[src/shared/gate_counter_consts.svh]
// constants for the gated 16-bit counter
`ifndef GATE_COUNTER_CONSTS_SVH
`define GATE_COUNTER_CONSTS_SVH
`define CNT_WIDTH        16
`define CNT_ZERO         16'h0000
`define CNT_MAX          16'hFFFF
`define TMR8_MAX         8'hFF
`define TMR8_ZERO        8'h00
`define SRC_PIN          2'h0
`define SRC_TMR8         2'h1
`define SRC_CMP1         2'h2
`define SRC_CMP2         2'h3
`endif

[src/shared/gate_counter_pkg.sv]
// types for the gated 16-bit counter
package gate_counter_pkg;
    // gate configuration bits from software
    typedef struct packed {
        logic       gate_enable;
        logic       gate_polarity;
        logic       gate_toggle_enable;
        logic       gate_single_pulse_enable;
        logic [1:0] gate_source_select;
    } gate_cfg_t;
    // interrupt enables from software
    typedef struct packed {
        logic overflow_irq_enable;
        logic gate_event_irq_enable;
        logic peripheral_irq_enable;
        logic global_irq_enable;
    } irq_cfg_t;
    // single-pulse machine states
    typedef enum logic [2:0] {
        SP_IDLE = 3'b001,
        SP_WAIT = 3'b010,
        SP_RUN  = 3'b100
    } sp_state_t;
endpackage

[src/hw/gated_counter.sv]
// gated 16-bit counter with gate modes, flags and time-base hooks
`timescale 1ns/10ps
`include "gate_counter_consts.svh"
module gated_counter
(
    input  wire logic        mclk_in,             // system clock 40 MHz
    input  wire logic        rst_in,              // sync reset, high
    input  wire logic        count_tick_in,       // counter clock enable
    input  wire logic        counter_on_in,       // counter on bit
    input  wire gate_counter_pkg::gate_cfg_t gate_cfg_in, // gate config
    input  wire gate_counter_pkg::irq_cfg_t  irq_cfg_in,  // irq enables
    input  wire logic        cmp_sync_in,         // comparator sync select
    input  wire logic        external_sync_disable_in, // async ext clock
    input  wire logic        ext_clock_sel_in,    // external clock chosen
    input  wire logic        low_freq_osc_enable_in, // oscillator enable
    input  wire logic        sleep_in,            // device asleep
    input  wire logic        gate_input_pin_in,   // gate pin, async
    input  wire logic [7:0]  eight_bit_timer_count_in, // eight-bit timer
    input  wire logic        comparator_one_output_in, // comparator one
    input  wire logic        comparator_two_output_in, // comparator two
    input  wire logic        arm_set_in,          // pulse: set arm bit
    input  wire logic        arm_clear_in,        // pulse: clear arm bit
    input  wire logic        gate_flag_clear_in,  // pulse: clear gate flag
    input  wire logic        ovf_flag_clear_in,   // pulse: clear overflow
    input  wire logic        wr_low_in,           // pulse: write low byte
    input  wire logic        wr_high_in,          // pulse: write high byte
    input  wire logic [7:0]  wr_data_in,          // written byte
    input  wire logic        capture_mode_in,     // capture mode select
    input  wire logic        capture_event_in,    // pulse: capture event
    input  wire logic        compare_mode_in,     // compare mode select
    input  wire logic        special_trig_en_in,  // match clears counter
    input  wire logic [15:0] compare_value_in,    // compare pair value
    output logic [7:0]       count_low_byte_out,  // count low byte
    output logic [7:0]       count_high_byte_out, // count high byte
    output logic [15:0]      compare_capture_pair_out, // captured count
    output logic             compare_event_out,   // compare match pulse
    output logic             gate_pulse_arm_out,  // arm bit status
    output logic             gate_level_status_out, // gate level
    output logic             gate_event_flag_out, // gate event flag
    output logic             overflow_flag_out,   // overflow flag
    output logic             irq_out,             // interrupt request
    output logic             wake_out,            // wake from sleep
    output logic             osc_run_out          // oscillator running
);
    import gate_counter_pkg::*;
    // ---------------------------------------------
    // declarations
    // ---------------------------------------------
    logic                  pin_sync;      // synchronised pin
    logic                  cmp1_async;    // comparator one, synced
    logic                  cmp2_async;    // comparator two, synced
    logic                  cmp1_sel;      // comparator one chosen form
    logic                  cmp2_sel;      // comparator two chosen form
    logic                  gate_src;      // selected raw gate
    logic                  gate_pol;      // gate after polarity
    logic                  gate_pol_prev_reg; // previous polarised gate
    logic                  gate_rise;     // incrementing edge
    logic                  toggle_reg;    // toggle flip-flop
    logic                  tog_level;     // gate after toggle stage
    logic                  tog_prev_reg;  // previous toggle level
    logic                  tog_rise;      // toggle stage rising
    logic                  tog_fall;      // toggle stage trailing
    sp_state_t             sp_reg;        // single-pulse state
    sp_state_t             sp_next;       // next single-pulse state
    logic                  arm_reg;       // arm bit
    logic                  gate_val;      // final gate control value
    logic                  gate_val_reg;  // gate level status
    logic                  gate_flag_reg; // gate event flag
    logic                  ovf_flag_reg;  // overflow flag
    logic [`CNT_WIDTH-1:0] count_reg;     // the counter
    logic [`CNT_WIDTH-1:0] capture_reg;   // capture pair
    logic                  match;         // compare match
    logic                  match_prev_reg; // match last cycle
    logic                  match_pulse;   // match rising
    logic                  run_ok;        // allowed to run (sleep)
    logic                  count_en;      // increment this cycle
    // ---------------------------------------------
    // input synchronisers
    // ---------------------------------------------
    // synchronise pin
    sync2 u_pin_sync (
        .mclk_in (mclk_in),
        .rst_in  (rst_in),
        .d_in    (gate_input_pin_in),
        .q_out   (pin_sync)
    );
    sync2 u_cmp1_sync (
        .mclk_in (mclk_in),
        .rst_in  (rst_in),
        .d_in    (comparator_one_output_in),
        .q_out   (cmp1_async)
    );
    sync2 u_cmp2_sync (
        .mclk_in (mclk_in),
        .rst_in  (rst_in),
        .d_in    (comparator_two_output_in),
        .q_out   (cmp2_async)
    );
    assign cmp1_sel = cmp_sync_in ? comparator_one_output_in : cmp1_async;
    assign cmp2_sel = cmp_sync_in ? comparator_two_output_in : cmp2_async;
    // ---------------------------------------------
    // gate source selection
    // ---------------------------------------------
    // source mux
    gate_source_mux u_mux (
        .mclk_in   (mclk_in),
        .rst_in    (rst_in),
        .select_in (gate_cfg_in.gate_source_select),
        .pin_in    (pin_sync),
        .tmr8_in   (eight_bit_timer_count_in),
        .cmp1_in   (cmp1_sel),
        .cmp2_in   (cmp2_sel),
        .gate_out  (gate_src)
    );
    assign gate_pol  = gate_cfg_in.gate_polarity ? gate_src : ~gate_src;
    assign gate_rise = gate_pol & ~gate_pol_prev_reg;
    // ---------------------------------------------
    // edge history
    // ---------------------------------------------
    always_ff @(posedge mclk_in) begin
        if (rst_in) begin
            gate_pol_prev_reg <= 1'b0;
            tog_prev_reg      <= 1'b0;
        end else begin
            gate_pol_prev_reg <= gate_pol;
            tog_prev_reg      <= tog_level;
        end
    end
    // ---------------------------------------------
    // toggle flip-flop
    // ---------------------------------------------
    always_ff @(posedge mclk_in) begin
        if (rst_in) begin
            toggle_reg <= 1'b0;
        end else if (!gate_cfg_in.gate_toggle_enable || !counter_on_in) begin
            toggle_reg <= 1'b0;
        end else if (gate_rise) begin
            toggle_reg <= ~toggle_reg;
        end
    end
    // toggle output is the flip-flop's next value so gating is timely
    assign tog_level = gate_cfg_in.gate_toggle_enable ?
                       (toggle_reg ^ gate_rise) : gate_pol;
    assign tog_rise  = tog_level & ~tog_prev_reg;
    assign tog_fall  = ~tog_level & tog_prev_reg;
    // ---------------------------------------------
    // single-pulse machine
    // ---------------------------------------------
    always_comb begin
        sp_next = sp_reg;
        case (sp_reg)
            SP_IDLE: begin
                if (gate_cfg_in.gate_single_pulse_enable && arm_reg) begin
                    sp_next = SP_WAIT;
                end
            end
            SP_WAIT: begin
                if (!gate_cfg_in.gate_single_pulse_enable || !arm_reg) begin
                    sp_next = SP_IDLE;
                end else if (tog_rise) begin
                    sp_next = SP_RUN;
                end
            end
            SP_RUN: begin
                if (tog_fall || !gate_cfg_in.gate_single_pulse_enable ||
                    !arm_reg) begin
                    sp_next = SP_IDLE;
                end
            end
            default: sp_next = SP_IDLE;
        endcase
    end
    always_ff @(posedge mclk_in) begin
        if (rst_in) begin
            sp_reg <= SP_IDLE;
        end else begin
            sp_reg <= sp_next;
        end
    end
    // arm bit: the hardware clear on the trailing edge
    always_ff @(posedge mclk_in) begin
        if (rst_in) begin
            arm_reg <= 1'b0;
        end else if (arm_set_in) begin
            arm_reg <= 1'b1;
        end else if (arm_clear_in) begin
            arm_reg <= 1'b0;
        end else if (sp_reg == SP_RUN && tog_fall) begin
            arm_reg <= 1'b0;
        end
    end
    assign gate_val = gate_cfg_in.gate_single_pulse_enable ?
                      (tog_level && (sp_reg == SP_RUN ||
                       (sp_reg == SP_WAIT && tog_rise))) : tog_level;
    // ---------------------------------------------
    // gate status and event flag
    // ---------------------------------------------
    always_ff @(posedge mclk_in) begin
        if (rst_in) begin
            gate_val_reg <= 1'b0;
        end else begin
            gate_val_reg <= gate_val;
        end
    end
    always_ff @(posedge mclk_in) begin
        if (rst_in) begin
            gate_flag_reg <= 1'b0;
        end else if (gate_val_reg && !gate_val) begin
            gate_flag_reg <= 1'b1;
        end else if (gate_flag_clear_in) begin
            gate_flag_reg <= 1'b0;
        end
    end
    // ---------------------------------------------
    // counter
    // ---------------------------------------------
    // sleep needs unsynchronised external clock
    assign run_ok   = !sleep_in ||
                      (ext_clock_sel_in && external_sync_disable_in);
    assign count_en = counter_on_in && count_tick_in && run_ok &&
                      (!gate_cfg_in.gate_enable || gate_val);
    assign match    = compare_mode_in && (count_reg == compare_value_in);
    assign match_pulse = match && !match_prev_reg;
    always_ff @(posedge mclk_in) begin
        if (rst_in) begin
            match_prev_reg <= 1'b0;
        end else begin
            match_prev_reg <= match;
        end
    end
    always_ff @(posedge mclk_in) begin
        if (rst_in) begin
            count_reg <= `CNT_ZERO;
        end else if (wr_low_in || wr_high_in) begin
            if (wr_low_in) begin
                count_reg[7:0] <= wr_data_in;
            end
            if (wr_high_in) begin
                count_reg[15:8] <= wr_data_in;
            end
        end else if (match_pulse && special_trig_en_in) begin
            count_reg <= `CNT_ZERO;
        end else if (count_en) begin
            count_reg <= count_reg + 16'h0001;
        end
    end
    always_ff @(posedge mclk_in) begin
        if (rst_in) begin
            ovf_flag_reg <= 1'b0;
        end else if (count_en && count_reg == `CNT_MAX &&
                     !wr_low_in && !wr_high_in &&
                     !(match_pulse && special_trig_en_in)) begin
            ovf_flag_reg <= 1'b1;
        end else if (ovf_flag_clear_in) begin
            ovf_flag_reg <= 1'b0;
        end
    end
    // ---------------------------------------------
    // capture and compare
    // ---------------------------------------------
    always_ff @(posedge mclk_in) begin
        if (rst_in) begin
            capture_reg <= `CNT_ZERO;
        end else if (capture_mode_in && capture_event_in) begin
            capture_reg <= count_reg;
        end
    end
    assign compare_event_out = match_pulse;
    // ---------------------------------------------
    // outputs
    // ---------------------------------------------
    assign count_low_byte_out       = count_reg[7:0];
    assign count_high_byte_out      = count_reg[15:8];
    assign compare_capture_pair_out = capture_reg;
    assign gate_pulse_arm_out       = arm_reg;
    assign gate_level_status_out    = gate_val_reg;
    assign gate_event_flag_out      = gate_flag_reg;
    assign overflow_flag_out        = ovf_flag_reg;
    assign irq_out = irq_cfg_in.peripheral_irq_enable &&
                     irq_cfg_in.global_irq_enable &&
                     ((counter_on_in && irq_cfg_in.overflow_irq_enable &&
                       ovf_flag_reg) ||
                      (irq_cfg_in.gate_event_irq_enable && gate_flag_reg));
    assign wake_out = sleep_in && counter_on_in &&
                      irq_cfg_in.overflow_irq_enable &&
                      irq_cfg_in.peripheral_irq_enable && ovf_flag_reg;
    assign osc_run_out = low_freq_osc_enable_in;
endmodule // gated_counter

[src/hw/sync2.sv]
// two flip-flop level synchroniser
`timescale 1ns/10ps
module sync2 (
    input  wire logic mclk_in,  // system clock
    input  wire logic rst_in,   // sync reset
    input  wire logic d_in,     // async level
    output logic      q_out     // synchronised level
);
    logic meta_reg;  // first stage, read only by second
    logic q_reg;     // second stage
    // ---------------------------------------------
    // two-stage capture
    // ---------------------------------------------
    always_ff @(posedge mclk_in) begin
        if (rst_in) begin
            meta_reg <= 1'b0;
            q_reg    <= 1'b0;
        end else begin
            meta_reg <= d_in;
            q_reg    <= meta_reg;
        end
    end
    assign q_out = q_reg;
endmodule // sync2

[src/hw/gate_source_mux.sv]
// gate source selection and timer wrap pulse
`timescale 1ns/10ps
`include "gate_counter_consts.svh"
module gate_source_mux (
    input  wire logic       mclk_in,     // system clock
    input  wire logic       rst_in,      // sync reset
    input  wire logic [1:0] select_in,   // gate source select
    input  wire logic       pin_in,      // synchronised gate pin
    input  wire logic [7:0] tmr8_in,     // eight-bit timer count
    input  wire logic       cmp1_in,     // comparator one level
    input  wire logic       cmp2_in,     // comparator two level
    output logic            gate_out     // selected gate level
);
    logic [7:0] tmr8_prev_reg;  // last timer value
    logic       wrap_pulse;     // timer wrapped this cycle
    logic       gate_reg;       // registered selection
    // ---------------------------------------------
    // timer wrap detect
    // ---------------------------------------------
    always_ff @(posedge mclk_in) begin
        if (rst_in) begin
            tmr8_prev_reg <= `TMR8_ZERO;
        end else begin
            tmr8_prev_reg <= tmr8_in;
        end
    end
    assign wrap_pulse = (tmr8_prev_reg == `TMR8_MAX) &&
                        (tmr8_in == `TMR8_ZERO);
    // ---------------------------------------------
    // source mux
    // ---------------------------------------------
    always_ff @(posedge mclk_in) begin
        if (rst_in) begin
            gate_reg <= 1'b0;
        end else begin
            case (select_in)
                `SRC_PIN:  gate_reg <= pin_in;
                `SRC_TMR8: gate_reg <= wrap_pulse;
                `SRC_CMP1: gate_reg <= cmp1_in;
                `SRC_CMP2: gate_reg <= cmp2_in;
                default:   gate_reg <= 1'b0;
            endcase
        end
    end
    assign gate_out = gate_reg;
endmodule // gate_source_mux

[config.mk]
export PLATFORM = sky130hd
export DESIGN_NAME = gated_counter
export DESIGN_NICKNAME = d
export VERILOG_FILES = /design/src/shared/gate_counter_pkg.sv /design/src/hw/gated_counter.sv /design/src/hw/sync2.sv /design/src/hw/gate_source_mux.sv
export VERILOG_INCLUDE_DIRS = /design/src /design/src/shared
export SDC_FILE = /design/constraint.sdc
export NUM_CORES = 1
export LEC_CHECK = 0
export ABC_AREA = 1
export BUFFER_PORTS_ARGS = -buffer_cell sky130_fd_sc_hd__buf_2
export CORE_MARGIN = 1
export CORE_UTILIZATION = 30
export DETAILED_ROUTE_END_ITERATION = 8
export GPL_TIMING_DRIVEN = 0
export SLEW_MARGIN = 20
export SYNTH_ARGS = -nofsm -noshare
export SYNTH_HDL_FRONTEND = slang
export SYNTH_SLANG_ARGS = --single-unit
[constraint.sdc]
create_clock -name mclk_in -period 1.4 [get_ports mclk_in]
set_input_delay 0.07 -clock mclk_in [delete_from_list [all_inputs] [get_ports mclk_in]]
set_output_delay 0.07 -clock mclk_in [all_outputs]
set_load 0.02 [all_outputs]
==> out/results.ini <==
[sta]
worstMarginPinSlew_ns = 0.867
min_period_over_period_pct = 133
rsz0062_at_grt = true
finalHoldViolations = 0
setup_viol_count_final = 18
max_slew_margin_pct = 42.0
finalClockSkew_ns = 0.0109
hold_ws_ns = 0.0174
finalWorstSetupSlack_ns = -0.467
fmax_ghz = 0.536
slew_violations = 0
fin_crit_ns = 1.87
setup-tns-final_ns = -6.83

[pwr]
power_density_mw_per_mm2 = 986
power.total_mw = 4.63
p_leak_nw = 2.28
irDropWorstVdd_v = 0.000513

[setup_path]
startpoint_type = register
worstPathCellList = inv_4 > nand2_2 > nand2_2 > nor4_2 > nor4b_2 > nand3b_1 > nor2_4 > buf_6
crit_family = simple AND/OR/NAND/NOR gates
crit_path_max_incr_delay_ns = 0.38
critical_path.most_common_cell = nand2_2
critPathRequiredTime_ns = 1.33
worstSetupPathType = register to output pin
cp_max_fo = 3
crit_path_end_kind = output pin
path_buf_inv = 2
crit_path_top_delay_cell = dfxtp_4
crit_arrival_ns = 1.80

[placement]
numPortBuffers = 101
dp_cells = 705
post-dp-hpwl_mm = 7.63
place.gp.congestion = 0.935

[synthesis]
yosysUniqueCellTypes = 32
avgSynthCellArea_sq_um = 6.55
syn_nets = 536
ys.flop_type = dfxtp_1
synth-edff-count = 0
ys_seq_area_share_pct = 37.7
ys_warn_count = 0
synth_area_sq_mm = 0.00308
synthCells = 471
synth_seq_cells = 58
synth_async_sr_flop_share_pct = 0

[detailed_routing]
drtAntennaViolNets = 0
vias_per_cell = 4.75
wl_per_cell_um = 13.9
drtIter0Drc = 143
drc = 0
first_pass_iters = 5
vias = 3623
totalWireLength_mm = 10.6

[grt]
grt_use_total_pct = 20.3
overflow = 0
grt_pass1_wl_mm = 16.2
grt_pass1_vias = 3406
antenna_found_initial = 0
grt_max_degree = 12

[die]
die_y_um = 103
die_x_um = 103
start_util_pct = 31.3
ioPinCount = 104
num_rows = 36
dieArea_sq_mm = 0.0107
core_sq_mm = 0.00986

[finish]
stdcell_count = 762
finalNetCount = 689
layout_commonest_cell = nand2_1
area_growth_pct = 52.2
layout-drive-gt1-share_pct = 39.1
mostFrequentLayoutCells = nand2_1, buf_2, nor2_1
diodes = 0

[run]
max-cap-violations = 0

[run_status]
status = complete, but fails checks
violations = negative setup slack

[clocking]
cts_tree = yes
cts_root_buf = clkbuf_8
cts.htree.levels = 3
cts_buffers = 9
clk_latency_ns = 0.35
clk_pin_slew_ns = 0.07
clockBufferDepth = 2
cts.sinks = 58

[hold_path]
hp-class = input pin to register

==> routing by layer <==
metal  GRT usage (%)  vias up  share of wire, %  wire, um
li1                -     1798                 -         -
met1            23.4     1657                42      4490
met2            36.6      147                49      5200
met3            4.10       21               6.4       675
met4            8.23        0               1.9       197
met5               0        -                 0         0
==> what timing repair did <==
action / 4_1_cts / 5_1_grt
endpoints found under the hold margin: 15 / 0
gates cloned: 3 / 0
hold buffers: 16 / 0
resized for setup: 79 / 27
pin swaps: 34 / 23
buffers inserted: 17 / 6
setup endpoints to repair: 22 / 24
==> layout make-up <==
type,count,area (sq um)
sequential,58,1210
multi-input combinational,335,1820
inverter,64,278
clock buffer,11,163
tap,133,166
timing repair buffer,143,932
buffer,13,86.3
clock inverter,5,33.8
fill,989,5170
==> kinds of logic after synthesis <==
kind of cell | Yosys count | share of synthesized area [%]
and+or+nand+nor | 254 | 36.4
buffers and inverters | 78 | 10.6
AOI/OAI and AO/OA | 68 | 11.5
DFF | 58 | 37.7
xor gates and xnor gates | 12 | 3.41
adders and majority gates | 1 | 0.406
==> final timing paths <==
path,slack [ns],cells past startpoint,from,to
setup / recovery,-0.47,8,count_reg[10],compare_event_out
hold / removal,0.02,4,arm_clear_in,gate_pulse_arm_out
setup reg to reg,-0.43,13,count_reg[5],overflow_flag_out
hold reg to reg,0.40,2,u_cmp1_sync.meta_reg,u_cmp1_sync.q_out
==> worst min-delay path, stage by stage <==
cell      delay, ns
buf_2          0.07
inv_1          0.04
o311ai_2       0.07
a21oi_1        0.06
==> metrics by stage <==
step	instance area (sq um)	setup slack, ns	util, %
after CTS	4540	-0.477	46.1
after floorplan	3150	-0.174	-
after detailed placement	3830	-0.456	38.8
after global placement	3830	-0.430	38.8
final	4690	-0.467	47.6
after global routing	4690	-0.592	47.6
==> Yosys cell counts (2+ instances only) <==
master,count,area (sq um)
inv_2,10,37.5
buf_6,3,33.8
nand2_1,124,465
nand4_1,12,75.1
buf_4,3,22.5
clkbuf_1,8,30.0
dfxtp_1,58,1160
nand3b_1,4,30.0
nand3_1,13,65.1
a21oi_1,25,125
inv_1,54,203
nor4_1,3,18.8
nor2_2,3,18.8
nand2_2,5,31.3
o211ai_1,2,15.0
nor3_1,6,30.0
o21ai_0,37,185
xor2_1,8,70.1
xnor2_1,4,35.0
nand2_4,2,22.5
nor2_1,76,285
==> report_power, final <==
group	internal [mW]	switching (mW)
clock	0.800	0.752
combinational	0.490	0.703
sequential	1.77	0.111
total	3.06	1.57
(Power assumes the default switching activity.)
